## config.mk

```make
export PLATFORM = sky130hd
export DESIGN_NAME = amp_prot_device_flat
export DESIGN_NICKNAME = d
export VERILOG_FILES = /design/src/verilog/amp_prot_pkg.sv /design/src/verilog/amp_prot_if.sv /design/src/verilog/amp_prot_device.sv /design/src/flat_wrapper.sv
export SDC_FILE = /design/constraint.sdc
export NUM_CORES = 1
export LEC_CHECK = 0
export BUFFER_PORTS_ARGS = -buffer_cell sky130_fd_sc_hd__buf_2
export CAP_MARGIN = 20
export CORE_MARGIN = 2
export CORE_UTILIZATION = 51
export DETAILED_ROUTE_END_ITERATION = 10
export GPL_TIMING_DRIVEN = 0
export HOLD_SLACK_MARGIN = 0.03
export PLACE_DENSITY = 0.8
export SLEW_MARGIN = 0
export SYNTH_ARGS = -nofsm -noshare
export SYNTH_HDL_FRONTEND = slang
export SYNTH_SLANG_ARGS = --single-unit
```

## constraint.sdc

```tcl
create_clock -name I_CORE_CLK -period 1.5 [get_ports I_CORE_CLK]
set_input_delay 0.45 -clock I_CORE_CLK [delete_from_list [all_inputs] [get_ports I_CORE_CLK]]
set_output_delay 0.45 -clock I_CORE_CLK [all_outputs]
set_load 0.01 [all_outputs]
```

## src/verilog/amp_prot_pkg.sv

```systemverilog
package amp_prot_pkg;
  // clock rate
  localparam int unsigned CLK_PERIOD_NS     = 10;
  // bootstrap charge hold in reset, microseconds
  localparam int unsigned BOOT_CHARGE_US    = 200;
  localparam int unsigned BOOT_CHARGE_CYC   = (BOOT_CHARGE_US * 1000 + CLK_PERIOD_NS - 1)
                                              / CLK_PERIOD_NS;
  // overcurrent recovery wait, milliseconds
  localparam int unsigned OC_WAIT_MS        = 300;
  localparam int unsigned OC_WAIT_CYC       = (OC_WAIT_MS * 1000000 + CLK_PERIOD_NS - 1)
                                              / CLK_PERIOD_NS;
  // mode pins selecting single-ended operation
  localparam logic [1:0]  MODE_SINGLE_ENDED = 2'h2;
  // number of half-bridges
  localparam int unsigned N_BRIDGE          = 4;
  localparam logic [3:0]  ALL_BRIDGES       = 4'hf;
  localparam logic [3:0]  NO_BRIDGES        = 4'h0;
  // counter width for long waits
  localparam int unsigned CNT_W             = 32;
endpackage
```

## src/verilog/amp_prot_if.sv

```systemverilog
`timescale 1ns/1ps
interface amp_prot_if;
  logic reset_n;
  logic fault_n_o;
  logic fault_n_oe;
  logic thermal_warning_flag;
  // open-drain line with pullup
  wire  fault_n_line = fault_n_oe ? fault_n_o : 1'b1;

  modport device (
    input  reset_n,
    output fault_n_o,
    output fault_n_oe,
    output thermal_warning_flag
  );
  modport host (
    output reset_n,
    input  fault_n_line,
    input  thermal_warning_flag
  );
endinterface

```

## src/verilog/amp_prot_device.sv

```systemverilog
`timescale 1ns/1ps
// Operation
// - outputs hi-z until both supplies valid
// - weak pulldown in reset unless single-ended
// - host holds reset 200 us at power-up
// - host asserts reset before supply removal
// - keep running while supplies stay valid
// - fault indicator is active-low open-drain
// - thermal warning is push-pull active-high
// - fault low on any shutdown fault
// - warning high above 125 C
// - flag pair encodes normal, warning, faults
// - reset forces fault indicator released
// - host reacts to thermal warning; the host here only passes it to O_THERMAL_WARNING and keeps running
// - any fault sets stage hi-z immediately
// - other faults recover automatically
// - host resets no sooner than 300 ms
// - thermal shutdown latched until reset
// - reset low forces all bridges hi-z
// - overcurrent latch cleared on reset rise
// - overcurrent shuts all four bridges
module amp_prot_device (
  // clock and reset
  input  wire logic       I_CORE_CLK,
  input  wire logic       I_NRST,
  // analog monitor comparators and mode pins
  input  wire logic       I_GATE_DRIVE_SUPPLY_OK,
  input  wire logic       I_LOGIC_SUPPLY_OK,
  input  wire logic       I_THERMAL_WARNING,
  input  wire logic       I_THERMAL_SHUTDOWN_ERROR,
  input  wire logic [1:0] I_OVERCURRENT_TRIP,
  input  wire logic [1:0] I_MODE,
  // power stage control
  output logic      [3:0] O_BRIDGE_ENABLE,
  output logic      [3:0] O_WEAK_PULLDOWN,
  // host side
  amp_prot_if.device      port
);
  logic [1:0] gd_s;
  logic [1:0] lg_s;
  logic [1:0] tw_s;
  logic [1:0] te_s;
  logic [1:0] rst_s;
  logic [1:0] oc0_s;
  logic [1:0] oc1_s;
  logic [1:0] md0_s;
  logic [1:0] md1_s;
  logic       rst_q;
  logic       oc_latch_q;
  logic       te_latch_q;
  logic       fault_drive_q;
  logic       tw_q;
  logic       uv;
  logic       oc_any;
  logic       rst_rise;
  logic       shutdown;
  logic       stage_off;

  // same level on all four half-bridges
  function automatic logic [3:0] bridge_mask(input logic on);
    return on ? amp_prot_pkg::ALL_BRIDGES : amp_prot_pkg::NO_BRIDGES;
  endfunction

  // either pair reports overcurrent
  function automatic logic trip_any(input logic [1:0] trips);
    return trips[0] || trips[1];
  endfunction

  // mode pins select single-ended wiring
  function automatic logic is_single_ended(input logic [1:0] mode);
    return mode == amp_prot_pkg::MODE_SINGLE_ENDED;
  endfunction

  // gate-drive supply comparator, two flops
  always_ff @(posedge I_CORE_CLK or negedge I_NRST) begin
    if (!I_NRST) begin
      gd_s <= 2'h0;
    end else begin
      gd_s <= {gd_s[0], I_GATE_DRIVE_SUPPLY_OK};
    end
  end

  // logic supply comparator, two flops
  always_ff @(posedge I_CORE_CLK or negedge I_NRST) begin
    if (!I_NRST) begin
      lg_s <= 2'h0;
    end else begin
      lg_s <= {lg_s[0], I_LOGIC_SUPPLY_OK};
    end
  end

  // thermal warning comparator, two flops
  always_ff @(posedge I_CORE_CLK or negedge I_NRST) begin
    if (!I_NRST) begin
      tw_s <= 2'h0;
    end else begin
      tw_s <= {tw_s[0], I_THERMAL_WARNING};
    end
  end

  // thermal shutdown comparator, two flops
  always_ff @(posedge I_CORE_CLK or negedge I_NRST) begin
    if (!I_NRST) begin
      te_s <= 2'h0;
    end else begin
      te_s <= {te_s[0], I_THERMAL_SHUTDOWN_ERROR};
    end
  end

  // reset pin, two flops
  always_ff @(posedge I_CORE_CLK or negedge I_NRST) begin
    if (!I_NRST) begin
      rst_s <= 2'h0;
    end else begin
      rst_s <= {rst_s[0], port.reset_n};
    end
  end

  // overcurrent comparators, one per pair
  always_ff @(posedge I_CORE_CLK or negedge I_NRST) begin
    if (!I_NRST) begin
      oc0_s <= 2'h0;
      oc1_s <= 2'h0;
    end else begin
      oc0_s <= {oc0_s[0], I_OVERCURRENT_TRIP[0]};
      oc1_s <= {oc1_s[0], I_OVERCURRENT_TRIP[1]};
    end
  end

  // mode pins, two flops each
  always_ff @(posedge I_CORE_CLK or negedge I_NRST) begin
    if (!I_NRST) begin
      md0_s <= 2'h0;
      md1_s <= 2'h0;
    end else begin
      md0_s <= {md0_s[0], I_MODE[0]};
      md1_s <= {md1_s[0], I_MODE[1]};
    end
  end

  assign uv = !gd_s[1] || !lg_s[1];

  assign oc_any = trip_any({oc1_s[1], oc0_s[1]});

  // previous reset level for edge detect
  always_ff @(posedge I_CORE_CLK or negedge I_NRST) begin
    if (!I_NRST) begin
      rst_q <= 1'b0;
    end else begin
      rst_q <= rst_s[1];
    end
  end

  // rising edge of synchronised reset
  assign rst_rise = rst_s[1] && !rst_q;

  // overcurrent latch, rising reset clears, trip wins
  always_ff @(posedge I_CORE_CLK or negedge I_NRST) begin
    if (!I_NRST) begin
      oc_latch_q <= 1'b0;
    end else if (oc_any) begin
      oc_latch_q <= 1'b1;
    end else if (rst_rise) begin
      oc_latch_q <= 1'b0;
    end
  end

  // thermal shutdown latch, reset low clears
  always_ff @(posedge I_CORE_CLK or negedge I_NRST) begin
    if (!I_NRST) begin
      te_latch_q <= 1'b0;
    end else if (te_s[1]) begin
      te_latch_q <= 1'b1;
    end else if (!rst_s[1]) begin
      te_latch_q <= 1'b0;
    end
  end

  // shutdown from any fault; uv self-clears
  assign shutdown = uv || oc_latch_q || te_latch_q || oc_any || te_s[1];

  // fault forces hi-z; reset low is hard mute
  assign stage_off = shutdown || !rst_s[1];

  // all four bridges together; else run
  always_ff @(posedge I_CORE_CLK or negedge I_NRST) begin
    if (!I_NRST) begin
      O_BRIDGE_ENABLE <= amp_prot_pkg::NO_BRIDGES;
    end else begin
      O_BRIDGE_ENABLE <= bridge_mask(!stage_off);
    end
  end

  // pulldown only in reset, not single-ended
  always_ff @(posedge I_CORE_CLK or negedge I_NRST) begin
    if (!I_NRST) begin
      O_WEAK_PULLDOWN <= amp_prot_pkg::NO_BRIDGES;
    end else begin
      O_WEAK_PULLDOWN <= bridge_mask(!rst_s[1] && !is_single_ended({md1_s[1], md0_s[1]}));
    end
  end

  always_ff @(posedge I_CORE_CLK or negedge I_NRST) begin
    if (!I_NRST) begin
      fault_drive_q <= 1'b0;
    end else begin
      fault_drive_q <= shutdown && rst_s[1];
    end
  end

  always_ff @(posedge I_CORE_CLK or negedge I_NRST) begin
    if (!I_NRST) begin
      tw_q <= 1'b0;
    end else begin
      tw_q <= tw_s[1];
    end
  end

  assign port.fault_n_o  = 1'b0;
  assign port.fault_n_oe = fault_drive_q;
  assign port.thermal_warning_flag = tw_q;
endmodule // amp_prot_device

```

## src/flat_wrapper.sv

```systemverilog
// flat-port wrapper written by rule: the top's interface ports become plain ports
module amp_prot_device_flat 
  (I_CORE_CLK, I_NRST, I_GATE_DRIVE_SUPPLY_OK, I_LOGIC_SUPPLY_OK, I_THERMAL_WARNING, I_THERMAL_SHUTDOWN_ERROR, I_OVERCURRENT_TRIP, I_MODE, O_BRIDGE_ENABLE, O_WEAK_PULLDOWN, port_reset_n, port_fault_n_o, port_fault_n_oe, port_thermal_warning_flag);
  amp_prot_if port_i ();
  input  wire logic I_CORE_CLK;
  input  wire logic I_NRST;
  input  wire logic I_GATE_DRIVE_SUPPLY_OK;
  input  wire logic I_LOGIC_SUPPLY_OK;
  input  wire logic I_THERMAL_WARNING;
  input  wire logic I_THERMAL_SHUTDOWN_ERROR;
  input  wire logic [1:0] I_OVERCURRENT_TRIP;
  input  wire logic [1:0] I_MODE;
  output logic      [3:0] O_BRIDGE_ENABLE;
  output logic      [3:0] O_WEAK_PULLDOWN;
  input wire logic [$bits(port_i.reset_n)-1:0] port_reset_n;
  output wire logic [$bits(port_i.fault_n_o)-1:0] port_fault_n_o;
  output wire logic [$bits(port_i.fault_n_oe)-1:0] port_fault_n_oe;
  output wire logic [$bits(port_i.thermal_warning_flag)-1:0] port_thermal_warning_flag;
  assign port_i.reset_n = port_reset_n;
  assign port_fault_n_o = port_i.fault_n_o;
  assign port_fault_n_oe = port_i.fault_n_oe;
  assign port_thermal_warning_flag = port_i.thermal_warning_flag;
  amp_prot_device u_core (.I_CORE_CLK(I_CORE_CLK), .I_NRST(I_NRST), .I_GATE_DRIVE_SUPPLY_OK(I_GATE_DRIVE_SUPPLY_OK), .I_LOGIC_SUPPLY_OK(I_LOGIC_SUPPLY_OK), .I_THERMAL_WARNING(I_THERMAL_WARNING), .I_THERMAL_SHUTDOWN_ERROR(I_THERMAL_SHUTDOWN_ERROR), .I_OVERCURRENT_TRIP(I_OVERCURRENT_TRIP), .I_MODE(I_MODE), .O_BRIDGE_ENABLE(O_BRIDGE_ENABLE), .O_WEAK_PULLDOWN(O_WEAK_PULLDOWN), .port(port_i));
endmodule
```

==> flow_summary.toml <==
[timing]
worst_clock_skew_ns = 0.00209
final.setup.tns_ns = 0
grt_setup_unrepaired = "no"
max_freq_mhz = 701
report.final.setup_viol = 0
report.final.hold_viol_count = 0
slew_viol_final = 0
slew-limit-headroom = 0.663
final_period_minus_worst_setup_slack_ns = 1.43
worst_slew_pin_slew_ns = 0.506
final_min_period_over_clock_period = 0.951

[grt]
initial_antenna_violation_count = 0
grt_pass1_vias = 387
maximum_number_of_pins_on_one_net_before_global_route_repair = 26
global_route.usage.total = 0.123
grt_first_pass_wirelength_mm = 1.55
grt_remaining_overflow = 0

[critical_path]
cp-startpoint = "u_core.O_WEAK_PULLDOWN[2]$_DFF_PN0_"
worst-endpoint-arrival_ns = 0.98
reg2reg_setup_slack_ns = 0.49
worst_setup_path_start_kind = "register"
worst_setup_path_end_kind = "output port"
setup.worst_path.class = "register to output port"
worst_ep_required_time_ns = 1.05
critical_path.reg2reg.startpoint = "u_core.oc_latch_q$_DFFE_PN0P_"
ff2ff_path_depth = 2
critical_path_peak_fanout = 4

[place]
gp_congestion = 0.666
placed_cell_area_um2 = 870
place.detailed.instances = 79
place.port_buffers = 20
dp_hpwl_um = 703

[logic_synthesis]
yosys.area.top_type = "dfrtp_1"
synth-main-ff-cell = "dfrtp_1"
yosys_register_bits = 25
yosysMostFrequentCell = "dfrtp_1"
post_synth_inst_count = 44
synth_top_area_frac = 0.833
synthArstFlopShare = 1.00
synth-edff-count = 0
sequential_to_total_area_share_from_yosys_stat = 0.833
synth_top_cells_by_count = "dfrtp_1, buf_4, inv_1"
mappedNetlistNets = 55
synth-warning-count = 0
syn_area_per_cell_um2 = 17.1
cells_taking_the_most_area_after_synthesis = "dfrtp_1, buf_4, nor4b_2"
syn_area_um2 = 751
netlist-cell-type-count = 12

[cells_and_area]
final_layout_size_suffix_gt1_frac = 0.456
areaGrowthSynthToFinish_pct = 19.3
final-instance-count-excl-fill = 83
fillCellCount = 107
fin_area_um2 = 896
nets = 80
postLayoutCoreUtil = 0.672
antenna-diode-count = 0

[route]
routed-via-count = 377
drc_marker_count_from_the_first_detailed_route_iteration = 3
detailedRoute.firstPassIterationCount = 2
wl_um = 903
drt.antenna.violating_nets = 0
wire_per_inst_um = 10.9
drc_errors = 0
drt-vias-per-instance = 4.54

[clocking]
postCtsSetupBuffers = 0
clock_path_buffers = 2
clkSlewWorstSetupHoldPaths_ns = 0.12
holdBufCountCts = 0
numClockSinks = 25
clkLatencyLatePin_ns = 0.30
cts_resized = 0
clk_root_buffer_cell = "clkbuf_4"
cts_tree = "built"
deepest_level_of_the_cts_h_tree = 1
numCtsBuffers = 3

[power_and_ir_drop]
intPower_mw = 0.837
power_leakage_nw = 0.471
seq_power_share = 0.687
power.switching_fraction = 0.201
total_power_mw = 1.05
p_comb_frac = 0.054
clock_power_share = 0.259
ir_worst_vdd_mv = 0.772
netSwitchingPower_mw = 0.211
power.density_cell_area_nw_per_um2 = 1170

[floorplan]
io_pins = 22
die_area_um2 = 1790
fp.dieW_um = 42.4
fp.coreArea_um2 = 1330
initial_utilization = 0.563
die_height_um = 42.4
fp-row-count = 13

[worst_hold_path]
min_path_type = "input pin to asynchronous set/reset pin"

[flow_run]
max-cap-violations = 0

[outcome]
run_status = "finished, final reports clean"
routing by layer:
metal  vias to the layer above  routed length [um]  global-route usage
met1                       181                 330               0.128
met2                        16                 507               0.222
met4                         0                   0              0.0563
li1                        180                   -                   -
met5                         -                   0                   0
met3                         0                  66              0.0388
registers in the layout, summed over array words and instances (netlist names):
signal	cells
u_core.O_WEAK_PULLDOWN	1
u_core.gd_s	2
u_core.oc0_s	2
u_core.O_BRIDGE_ENABLE	1
u_core.te_latch_q	1
u_core.rst_s	2
u_core.port.fault_n_oe	1
u_core.oc_latch_q	1
u_core.lg_s	2
u_core.port.thermal_warning_flag	1
u_core.md1_s	2
u_core.md0_s	2
u_core.te_s	2
u_core.oc1_s	2
u_core.tw_s	2
u_core.rst_q	1
stage by stage:
| stage | setup WS [ns] | hold WS, ns |
|---|---|---|
| 3_5_place_dp | 0.407 | 0.336 |
| 4_1_cts | 0.0542 | 0.111 |
| 5_1_grt | 0.0133 | 0.124 |
| 2_1_floorplan | 0.484 | 0.154 |
| 6_report | 0.0728 | 0.0995 |
| 3_3_place_gp | 0.419 | 0.332 |
final cells by class:
type                            count  area [um2]  share of cell area
Timing Repair Buffer               20         100               0.112
Multi-Input combinational cell      9        61.3              0.0684
Clock buffer                        4        26.3              0.0293
Sequential cell                    25         626               0.698
Tap cell                           15        18.8              0.0209
Buffer                              7        52.6              0.0587
Inverter                            3        11.3              0.0126
worst max-delay path, cell delays in order, from the launching register on:
cell     delay [ns]
dfrtp_1        0.42
buf_4          0.13
buf_2          0.13
cell usage in the layout, fill, tap and decap left out:
master    count
dfrtp_1      25
buf_2        20
buf_4         7
inv_1         3
clkbuf_4      3
nor2_1        1
nor4b_2       1
and4_1        1
a21oi_1       1
a31oi_1       1
a21o_1        1
nor2b_1       1
o21ai_0       1
conb_1        1
clkbuf_1      1
power groups by stage:
stage | clock network, mW | logic, mW | registers (mW)
3_5_place_dp | 0 | 0.0582 | 0.734
4_1_cts | 0.282 | 0.0583 | 0.721
3_3_place_gp | 0 | 0.0551 | 0.731
2_1_floorplan | 0 | 0.0201 | 0.732
6_report | 0.272 | 0.0563 | 0.720
5_1_grt | 0.318 | 0.0633 | 0.724
cells by family after synthesis:
logic type	count (synthesis)	synth area share
other	1	0.00500
AO/OA/AOI/OAI	4	0.0317
buffers and inverters	10	0.0850
flip-flops	25	0.833
AND/OR/NAND/NOR	4	0.0450
final timing paths:
check                                                      end
setup / recovery                            O_WEAK_PULLDOWN[2]
hold / removal                       u_core.oc1_s[0]$_DFF_PN0_
setup reg to reg           u_core.O_BRIDGE_ENABLE[2]$_DFF_PN0_
hold reg to reg                      u_core.oc0_s[1]$_DFF_PN0_
max in group asynchronous             u_core.te_s[1]$_DFF_PN0_
min in group I_CORE_CLK               u_core.lg_s[0]$_DFF_PN0_
Note: power is estimated with default switching activity, not from simulation.
